`config.mk`:
```
export PLATFORM = sky130hd
export DESIGN_NAME = mux_switch_control_port
export DESIGN_NICKNAME = d
export VERILOG_FILES = /design/src/logic/mux_ctl_pkg.sv /design/src/logic/mux_switch_control_port.sv
export VERILOG_INCLUDE_DIRS = /design/src /design/src/logic
export SDC_FILE = /design/constraint.sdc
export NUM_CORES = 1
export LEC_CHECK = 0
export ABC_CLOCK_PERIOD_IN_PS = 1590
export BUFFER_PORTS_ARGS = -buffer_cell sky130_fd_sc_hd__buf_4
export CAP_MARGIN = 20
export CORE_MARGIN = 2
export CORE_UTILIZATION = 53
export CTS_CLUSTER_DIAMETER = 200
export CTS_CLUSTER_SIZE = 10
export DETAILED_ROUTE_END_ITERATION = 8
export PLACE_DENSITY = 0.8
export SLEW_MARGIN = 10
export SYNTH_ARGS = -nofsm -noshare
export SYNTH_HDL_FRONTEND = slang
export SYNTH_SLANG_ARGS = --single-unit
```
`constraint.sdc`:
```
create_clock -name mclk -period 1.59 [get_ports mclk]
set_input_delay 0.159 -clock mclk [delete_from_list [all_inputs] [get_ports mclk]]
set_output_delay 0.159 -clock mclk [all_outputs]
set_load 0.02 [all_outputs]
```
`src/logic/mux_ctl_regs.svh`:
```
`ifndef MUX_CTL_REGS_SVH
`define MUX_CTL_REGS_SVH
`define SHIFT_BITS      4
`define SWITCH_COUNT    8
`define SHIFT_RESET     4'h0
`define SWITCH_RESET    8'h00
`define SEL_RESET       3'h0
`define DOUT_RESET      1'b0
`define SYNC_RESET      8'hC0
`define STROBE_IDLE     1'b1
`define SWITCH_ONE      8'h01
`define ODD_SWITCHES    8'hAA
`define MID_SWITCHES    8'hCC
`endif

```
`src/logic/mux_ctl_pkg.sv`:
```
package mux_ctl_pkg;
  typedef struct packed {
    logic       sel_msb;
    logic       sel_mid;
    logic       sel_lsb;
    logic       enable;
  } selection_s;
  typedef logic [7:0] switch_t;
endpackage

```
`src/logic/mux_switch_control_port.sv`:
```
// What this block does
// - Config high gives dual 4-channel mux, low gives single 8-channel mux.
// - Serial mode reset clears latches and shift register, opens all switches.
// - Parallel mode reset clears latches and opens all switches.
// - Strobe pin is latch enable in parallel mode, chip select in serial.
// - Parallel, config low: top pin is address MSB; config high: ignored.
// - Serial data sampled on each rising shift clock edge while chip select is low.
// - Parallel mode: middle pin is address, lowest pin is address LSB.
// - Serial mode: lowest pin outputs end of 4-bit shift register.
// - Serial output stays driven whatever the chip select level.
// - Enable low turns every channel off; high follows latched selection.
// - Enable acts at once in serial mode, latched in parallel mode.
// - Interface select low is parallel; high is serial with output driven.
`include "mux_ctl_regs.svh"
module mux_switch_control_port
  import mux_ctl_pkg::*;
(
  input  wire logic                 mclk,
  input  wire logic                 arst_n,
  input  wire logic                 switch_reset_n,
  input  wire logic                 hold_strobe,
  input  wire logic                 sel_msb,
  input  wire logic                 sel_mid,
  input  wire logic                 sel_lsb_in,
  input  wire logic                 switch_enable,
  input  wire logic                 interface_select,
  input  wire logic                 dual_config,
  output logic                      sel_lsb_out,
  output logic                      sel_lsb_oe,
  output mux_ctl_pkg::switch_t      switch_on
);
  import mux_ctl_pkg::*;

  ////////////////////////////////////////////////////////////////////////
  // Input synchronisers
  localparam int NSYNC = 8;
  localparam logic [NSYNC-1:0] SYNC_IDLE = `SYNC_RESET;
  logic [NSYNC-1:0] raw;
  logic [NSYNC-1:0] sync1;
  logic [NSYNC-1:0] sync2;
  assign raw = {switch_reset_n, hold_strobe, sel_msb, sel_mid, sel_lsb_in,
                switch_enable, interface_select, dual_config};

  genvar gi;
  generate
    for (gi = 0; gi < NSYNC; gi++)
    begin : g_sync
      always_ff @(posedge mclk or negedge arst_n)
      begin
        if (!arst_n)
        begin
          sync1[gi] <= SYNC_IDLE[gi];
          sync2[gi] <= SYNC_IDLE[gi];
        end
        else
        begin
          sync1[gi] <= raw[gi];
          sync2[gi] <= sync1[gi];
        end
      end
    end
  endgenerate

  logic s_rst_n;
  logic s_strobe;
  logic s_msb;
  logic s_mid;
  logic s_lsb;
  logic s_en;
  logic s_serial;
  logic s_dual;
  assign {s_rst_n, s_strobe, s_msb, s_mid, s_lsb, s_en, s_serial, s_dual} = sync2;

  ////////////////////////////////////////////////////////////////////////
  // Edge detection on strobe and shift clock
  logic strobe_d;
  logic sclk_d;
  always_ff @(posedge mclk or negedge arst_n)
  begin
    if (!arst_n)
    begin
      strobe_d <= `STROBE_IDLE;
      sclk_d   <= 1'b0;
    end
    else
    begin
      strobe_d <= s_strobe;
      sclk_d   <= s_msb;
    end
  end

  logic sclk_rise;
  logic cs_rise;
  assign sclk_rise = s_msb & ~sclk_d;
  assign cs_rise   = s_strobe & ~strobe_d;

  ////////////////////////////////////////////////////////////////////////
  // Shift register
  logic [`SHIFT_BITS-1:0] shift;
  always_ff @(posedge mclk or negedge arst_n)
  begin
    if (!arst_n)
      shift <= `SHIFT_RESET;
    else if (!s_rst_n)
      shift <= `SHIFT_RESET;
    else if (s_serial && !s_strobe && sclk_rise)
      shift <= {shift[`SHIFT_BITS-2:0], s_mid};
  end

  ////////////////////////////////////////////////////////////////////////
  // Selection latch
  selection_s held;
  always_ff @(posedge mclk or negedge arst_n)
  begin
    if (!arst_n)
      held <= '0;
    else if (!s_rst_n)
      held <= '0;
    else if (s_serial)
    begin
      if (cs_rise)
        held <= selection_s'(shift);
    end
    else if (!s_strobe)
      held <= '{sel_msb: s_msb, sel_mid: s_mid, sel_lsb: s_lsb, enable: s_en};
  end

  ////////////////////////////////////////////////////////////////////////
  // Decode
  logic    eff_en;
  switch_t next_switch_on;
  always_comb
  begin
    eff_en = s_serial ? s_en : held.enable;
    next_switch_on = `SWITCH_RESET;
    if (eff_en && s_rst_n)
    begin
      if (s_dual)
      begin
        next_switch_on[{1'b0, held.sel_mid, held.sel_lsb}] = 1'b1;
        next_switch_on[{1'b1, held.sel_mid, held.sel_lsb}] = 1'b1;
      end
      else
        next_switch_on[{held.sel_msb, held.sel_mid, held.sel_lsb}] = 1'b1;
    end
  end

  always_ff @(posedge mclk or negedge arst_n)
  begin
    if (!arst_n)
      switch_on <= `SWITCH_RESET;
    else
      switch_on <= next_switch_on;
  end

  ////////////////////////////////////////////////////////////////////////
  // Daisy-chain output
  always_ff @(posedge mclk or negedge arst_n)
  begin
    if (!arst_n)
    begin
      sel_lsb_out <= `DOUT_RESET;
      sel_lsb_oe  <= 1'b0;
    end
    else
    begin
      sel_lsb_out <= shift[`SHIFT_BITS-1];
      sel_lsb_oe  <= s_serial;
    end
  end

  ////////////////////////////////////////////////////////////////////////
  // Assertions
  localparam int HALF = `SWITCH_COUNT / 2;

  a_enable_off: assert property (@(posedge mclk) disable iff (!arst_n)
    (s_serial && !s_en)
    |=> (switch_on == `SWITCH_RESET))
    else
      $error("switches on while enable low");

  a_reset_open: assert property (@(posedge mclk) disable iff (!arst_n)
    !s_rst_n
    |=> (switch_on == `SWITCH_RESET) && (held == '0))
    else
      $error("reset did not open switches");

  a_shift_clear: assert property (@(posedge mclk) disable iff (!arst_n)
    !s_rst_n
    |=> shift == `SHIFT_RESET)
    else
      $error("shift register not cleared");

  a_shift_in: assert property (@(posedge mclk) disable iff (!arst_n)
    (s_rst_n && s_serial && !s_strobe && sclk_rise)
    |=> shift[0] == $past(s_mid))
    else
      $error("serial bit not sampled");

  a_cs_load: assert property (@(posedge mclk) disable iff (!arst_n)
    (s_rst_n && s_serial && cs_rise)
    |=> held == selection_s'($past(shift)))
    else
      $error("shift not copied on chip select");

  a_oe_serial: assert property (@(posedge mclk) disable iff (!arst_n)
    ##1 (sel_lsb_oe == $past(s_serial)))
    else
      $error("output enable wrong");

  a_dout_tail: assert property (@(posedge mclk) disable iff (!arst_n)
    ##1 (sel_lsb_out == $past(shift[`SHIFT_BITS-1])))
    else
      $error("daisy output wrong");

  a_one_hot: assert property (@(posedge mclk) disable iff (!arst_n)
    (switch_on != `SWITCH_RESET)
    |-> ($countones(switch_on) == (s_dual ? 2 : 1)) || $changed(s_dual))
    else
      $error("wrong switch count");

  a_par_latch: assert property (@(posedge mclk) disable iff (!arst_n)
    (s_rst_n && !s_serial && s_strobe)
    |=> $stable(held) || !s_rst_n || s_serial)
    else
      $error("latch changed while held");

  a_rst_par: assert property (@(posedge mclk) disable iff (!arst_n)
    (!s_rst_n && !s_serial)
    |=> (held == '0) && (switch_on == `SWITCH_RESET))
    else
      $error("parallel reset did not open switches");

  a_single_pick: assert property (@(posedge mclk) disable iff (!arst_n)
    (s_rst_n && !s_serial && !s_dual && held.enable)
    |=> switch_on == (`SWITCH_ONE << $past({held.sel_msb, held.sel_mid, held.sel_lsb})))
    else
      $error("single mode picked wrong switch");

  a_dual_pair: assert property (@(posedge mclk) disable iff (!arst_n)
    (s_rst_n && s_dual && held.enable && !s_serial)
    |=> (switch_on[`SWITCH_COUNT-1 -: HALF] == switch_on[HALF-1:0]) && ($countones(switch_on[HALF-1:0]) == 1))
    else
      $error("dual mode halves differ");

  a_msb_ignored: assert property (@(posedge mclk) disable iff (!arst_n)
    (s_rst_n && s_dual && held.enable && !s_serial)
    |=> switch_on[$past({1'b0, held.sel_mid, held.sel_lsb})])
    else
      $error("top address pin not ignored");

  a_lsb_pick: assert property (@(posedge mclk) disable iff (!arst_n)
    (s_rst_n && !s_serial && held.enable)
    |=> (|(switch_on & `ODD_SWITCHES)) == $past(held.sel_lsb))
    else
      $error("lowest pin not address lsb");

  a_mid_pick: assert property (@(posedge mclk) disable iff (!arst_n)
    (s_rst_n && !s_serial && held.enable)
    |=> (|(switch_on & `MID_SWITCHES)) == $past(held.sel_mid))
    else
      $error("middle pin not address bit");

  a_par_track: assert property (@(posedge mclk) disable iff (!arst_n)
    (s_rst_n && !s_serial && !s_strobe)
    |=> held == $past({s_msb, s_mid, s_lsb, s_en}))
    else
      $error("transparent latch did not follow");

  a_par_en_off: assert property (@(posedge mclk) disable iff (!arst_n)
    (s_rst_n && !s_serial && !held.enable)
    |=> switch_on == `SWITCH_RESET)
    else
      $error("latched enable ignored");

  a_serial_hold: assert property (@(posedge mclk) disable iff (!arst_n)
    (s_rst_n && s_serial && !cs_rise)
    |=> $stable(held))
    else
      $error("selection changed without chip select");

  a_shift_still: assert property (@(posedge mclk) disable iff (!arst_n)
    (s_rst_n && (!s_serial || s_strobe || !sclk_rise))
    |=> $stable(shift))
    else
      $error("shift moved while idle");

  a_shift_move: assert property (@(posedge mclk) disable iff (!arst_n)
    (s_rst_n && s_serial && !s_strobe && sclk_rise)
    |=> shift[`SHIFT_BITS-1:1] == $past(shift[`SHIFT_BITS-2:0]))
    else
      $error("shift register did not advance");

  a_en_serial_on: assert property (@(posedge mclk) disable iff (!arst_n)
    (s_rst_n && s_serial && s_en)
    |=> switch_on != `SWITCH_RESET)
    else
      $error("enabled serial mux has no switch");

  a_dout_cs: assert property (@(posedge mclk) disable iff (!arst_n)
    (s_serial && s_strobe)
    |=> sel_lsb_oe)
    else
      $error("daisy output released by chip select");

  a_oe_parallel: assert property (@(posedge mclk) disable iff (!arst_n)
    !s_serial
    |=> !sel_lsb_oe)
    else
      $error("daisy output driven in parallel mode");

  c_serial_load: cover property (@(posedge mclk) disable iff (!arst_n)
    s_serial && cs_rise);
  c_par_dual: cover property (@(posedge mclk) disable iff (!arst_n)
    !s_serial && s_dual && switch_on != `SWITCH_RESET);
  c_par_single: cover property (@(posedge mclk) disable iff (!arst_n)
    !s_serial && !s_dual && switch_on != `SWITCH_RESET);
  c_reset_hit: cover property (@(posedge mclk) disable iff (!arst_n)
    !s_rst_n);
  c_daisy_high: cover property (@(posedge mclk) disable iff (!arst_n)
    s_serial && sel_lsb_out);
endmodule

```
After elaboration in Yosys (flattened, before gate mapping)

Index checks and enable logic that the tools add are counted.

Flip-flop bits (word level): 36
Output and inout port bits: 10

Magnitude comparators: 6
Equality and inequality tests: 3
Multiplexer cells: 15
Bitwise operators: 5
Reductions and logical operators: 8

Operator list:

| cell               | number |
|---|---|
| $mux 4             | 6 |
| $mux 8             | 2 |
| $lt 3x4->1 const B | 2 |
| $or 4x8->8         | 1 |
| $ge 3x1->1 const B | 2 |
| $logic_and 1x1->1  | 6 |
| $demux 1 s2        | 2 |
| $lt 2x4->1 const B | 1 |
| $mux 1             | 4 |
| $demux 1 s3        | 1 |
| $ne 3x2->1 const B | 1 |
| $ne 3x3->1 const B | 1 |
| $and 1x1->1        | 2 |
| $ge 2x1->1 const B | 1 |
| $ne 2x1->1 const B | 1 |
| $not 1->1          | 2 |
| $reduce_and 2->1   | 1 |
| $logic_not 1->1    | 1 |

Depth between registers and ports, before layout

Word-level depth: 7
Mapped depth: 5

Worst setup path after synthesis

OpenSTA, ideal clock, no wires.

Path type: reg-to-reg
Start: register sync2[6] (netlist: s_strobe)
End: register held[0] (netlist bit)
Library setup time: 125 ps
Arrival time: 1143 ps
Required time: 1465 ps
Path slack: 323 ps
Cell stages (with the launch flop): 4
Path buffers: 0
Path through: dfstp_2 -> o21ai_2 -> a31oi_4 -> mux2_2

Longest elaborated chain between the ends: 3
Elaborated cells between the ends (all ways): 4
Those cells by class: eq/ne (2); bitwise (1); reduce/logical (1)

RTL lines:

| what                                | RTL line                       | RTL |
|---|---|---|
| start, declared                     | mux_switch_control_port.sv:40  | `logic [NSYNC-1:0] sync2;` |
| start signal, assigned by index     | mux_switch_control_port.sv:53  | `sync2[gi] <= SYNC_IDLE[gi];` |
| start signal, assigned by index     | mux_switch_control_port.sv:58  | `sync2[gi] <= sync1[gi];` |
| $and 1x1->1                         | mux_switch_control_port.sv:95  | `assign cs_rise = s_strobe & ~strobe_d;` |
| $ne 3x2->1 (no source line)         | n/a                            |  |
| $reduce_and 2->1 (no source line) * | n/a                            |  |
| end signal, assigned                | mux_switch_control_port.sv:122 | `held <= selection_s'(shift);` |
| end signal, assigned                | mux_switch_control_port.sv:125 | `held <= '{sel_msb: s_msb, sel_mid: s_mid, sel_lsb: s_lsb, enable: s_en};` |
| end, declared                       | mux_switch_control_port.sv:112 | `selection_s held;` |

Every way passes the cells marked *; elsewhere a longest branch is shown, timed or not.
A chain may end at the register's enable or synchronous reset.

Worst setup path in the final report

Start: register sync2[1] (netlist: s_serial)
End: register held[1] (netlist bit)

Longest elaborated chain between the ends: 2
Elaborated cells between the ends (all ways): 5
Those cells by class: eq/ne (2); mux (2); reduce/logical (1)

RTL lines:

| what |
|---|
| $ne 3x2->1 (no source line), or another cell as far along |
| $reduce_and 2->1 (no source line) / $mux 4 (equally long branches) |

Several ways; a longest one is shown, not always the timed one.

==> impl_metrics.py <==
metrics = {
    "hold_path": {
        "hold_class": "in -> async",
    },
    "cells_and_area": {
        "layout_common_cells": "31 x dfrtp_1, 19 x buf_4, 9 x dlygate4sd3_1",
        "final_common_cell": "dfrtp_1",
        "layout-drive-gt1-share_pct": 36.0,
        "fin_util_pct": 70.2,
        "num_antenna_cells": 0,
        "nNetsFinal": 120,
        "syn2layout_area_growth_pct": 24.9,
        "fin_cells": 139,
    },
    "yosys": {
        "synth_largest_area_cell": "dfrtp_1",
        "netlist_area_um2": 1240,
        "synthDistinctLibCells": 18,
        "synth_top_cell_area_share_pct": 62.4,
        "synth_top_family_by_area": "multiplexers",
        "ys_ff_latch": 36,
        "synth_xor_area_share_pct": 0,
        "ys_top_cells_by_area": "dfrtp_1 62%, dfstp_2 11%, mux2i_1 6.4%",
        "synth_compound_area_share_pct": 3.42,
        "synth_fa_ha_area_share_pct": 0,
        "synth_mux_area_share_pct": 11.0,
        "synth_nets": 88,
        "syn_inst": 78,
        "yosys.area_share.simple_pct": 10.3,
        "avgSynthCellArea_um2": 15.9,
        "yosysWarnings": 0,
        "yosysSeqAreaShare_pct": 72.9,
    },
    "floorplanning": {
        "ioPinCount": 20,
        "fp.coreArea_um2": 2210,
        "die_h_um": 52.4,
        "floorplan.die_area_um2": 2750,
        "start_util_pct": 56.2,
        "die_w_um": 52.4,
        "rows": 17,
    },
    "cts": {
        "htreeDepth": 2,
        "cts_setup_buffers": 0,
        "clkTransAtPathRegs_ns": 0.10,
        "cts_buffer_depth": 2,
        "clock_sinks": 36,
        "root_buffer": "clkbuf_4",
        "cts_buffers": 5,
        "cts_tree": "done",
        "clkLatencyLatePin_ns": 0.33,
    },
    "route": {
        "drt_iter0_markers": 1,
        "first_pass_iters": 3,
        "vias_per_cell": 4.84,
        "ant_nets": 0,
        "post-route-drc-count": 0,
        "drt_wl_total_um": 1900,
        "route.detailed.wl_per_inst_um": 13.6,
        "via_count": 673,
    },
    "timing": {
        "rsz0062_at_grt": "false",
        "period_minus_slack_ns": 1.43,
        "timing.setup.tns_ns": 0,
        "relSlewSlack_pct": 71.1,
        "hold_viol_final": 0,
        "tightest_slew_ns": 0.434,
        "max_freq_mhz": 698,
        "skew_ns": 0.00764,
        "min_period_over_period_pct": 90.0,
        "setup_viol": 0,
        "drv_slew": 0,
    },
    "power": {
        "peakVddDrop_v": 0.000933,
        "powerDensity_nw_per_um2": 1050,
        "p_leak_uw": 0.000727,
        "finalPower_uw": 1630,
    },
    "global_route": {
        "grt_pass1_vias": 704,
        "grt_first_pass_wirelength_um": 3220,
        "grt_util_met1_pct": 20.8,
        "grt.total_usage_pct": 18.0,
        "antenna_found_initial": 0,
        "use_met3_pct": 9.14,
        "busiest_layer": "met2",
        "grt_max_degree": 37,
        "grt_overflow": 0,
        "grt_use_met2_pct": 26.3,
    },
    "placed_design": {
        "port_buffers": 19,
        "hpwl_um": 1220,
        "place_congestion": 0.722,
        "place_inst": 122,
    },
    "setup_path": {
        "cp_num_buf_inv": 0,
        "slowest_delay_ns": 0.60,
        "crit_type": "reg -> reg",
        "cp.arrival_ns": 1.65,
        "crit_fanout": 9,
        "crit_chain": "o21ai_2 > a31oi_4 > mux2_2",
        "cp-end-kind": "flop",
        "cp-start-kind": "flop",
        "crit_family": "flip-flops",
        "critPathSlowestCell": "dfrtp_1",
        "required_ns": 1.81,
    },
    "status": {
        "status": "finished, final reports clean",
    },
    "job": {
        "cap_violations": 0,
    },
}
-- flip-flops by register name, indices dropped and copies added (netlist names) --
name,cells
switch_on,8
sync1,8
held,4
shift,4
s_dual,1
s_en,1
s_lsb,1
s_mid,1
s_msb,1
s_rst_n,1
s_serial,1
s_strobe,1
sclk_d,1
sel_lsb_oe,1
sel_lsb_out,1
strobe_d,1
-- logic make-up (layout without fill, tap and decap cells) --
| group | count (synthesis) | in the layout |
|---|---|---|
| AND/OR/NAND/NOR | 22 | 22 |
| buffers and inverters | 4 | 37 |
| flip-flops | 36 | 36 |
| multiplexers | 13 | 13 |
| AO/OA/AOI/OAI | 3 | 3 |
-- Yosys cell counts --
cell type	count
a31oi_4	1
nand2b_1	3
o21ai_2	1
nor3_1	1
mux2_2	5
dfrtp_1	31
buf_6	2
nand3_1	1
o211ai_2	1
inv_1	1
clkbuf_1	1
nand2_1	1
and4bb_1	1
nor3_2	1
mux2i_1	8
nor2b_1	8
nor2_1	6
dfstp_2	5
-- metrics by stage --
stage	hold slack [ns]	area (um2)	setup slack [ns]
5_1_grt	0.333	1550	0.0672
4_1_cts	0.314	1550	0.147
3_3_place_gp	0.121	1400	0.218
6_report	0.305	1550	0.158
3_5_place_dp	0.131	1400	0.167
2_1_floorplan	-0.137	1240	0.323
-- repair_timing --
item	in CTS	in global routing
hold buffers	9	0
endpoints found under the hold margin	39	0
resized for setup	0	0
-- where the power goes --
part	internal, uW	switching (uW)
registers	956	27.5
clock network	260	275
logic	61.4	50.2
total	1280	353
-- layout make-up --
type | count | area [um2]
fill | 170 | 658
multi-input combinational | 38 | 307
clock buffer | 8 | 68.8
sequential | 36 | 907
tap | 28 | 35.0
timing repair buffer | 28 | 233
inverter | 1 | 3.75
-- worst paths after layout --
kind | start | to | slack, ns | depth (start not counted)
min in group mclk | sync1[2]$_DFF_PN0_ | s_en$_DFF_PN0_ | 0.36 | 0
min reg2reg | sync1[2]$_DFF_PN0_ | s_en$_DFF_PN0_ | 0.36 | 0
min | arst_n | sclk_d$_DFF_PN0_ | 0.30 | 2
max reg2reg | s_serial$_DFF_PN0_ | held[1]$_DFFE_PN0P_ | 0.16 | 3
max in group asynchronous | arst_n | sync1[6]$_DFF_PN1_ | 0.95 | 2
max | s_serial$_DFF_PN0_ | held[1]$_DFFE_PN0P_ | 0.16 | 3
-- routing by layer --
metal | part of all wire (%) | up-vias
li1 | - | 322
met4 | 3.7 | 0
met5 | 0 | -
met2 | 49 | 19
met1 | 41 | 324
met3 | 6.5 | 8
(Power assumes the default switching activity.)
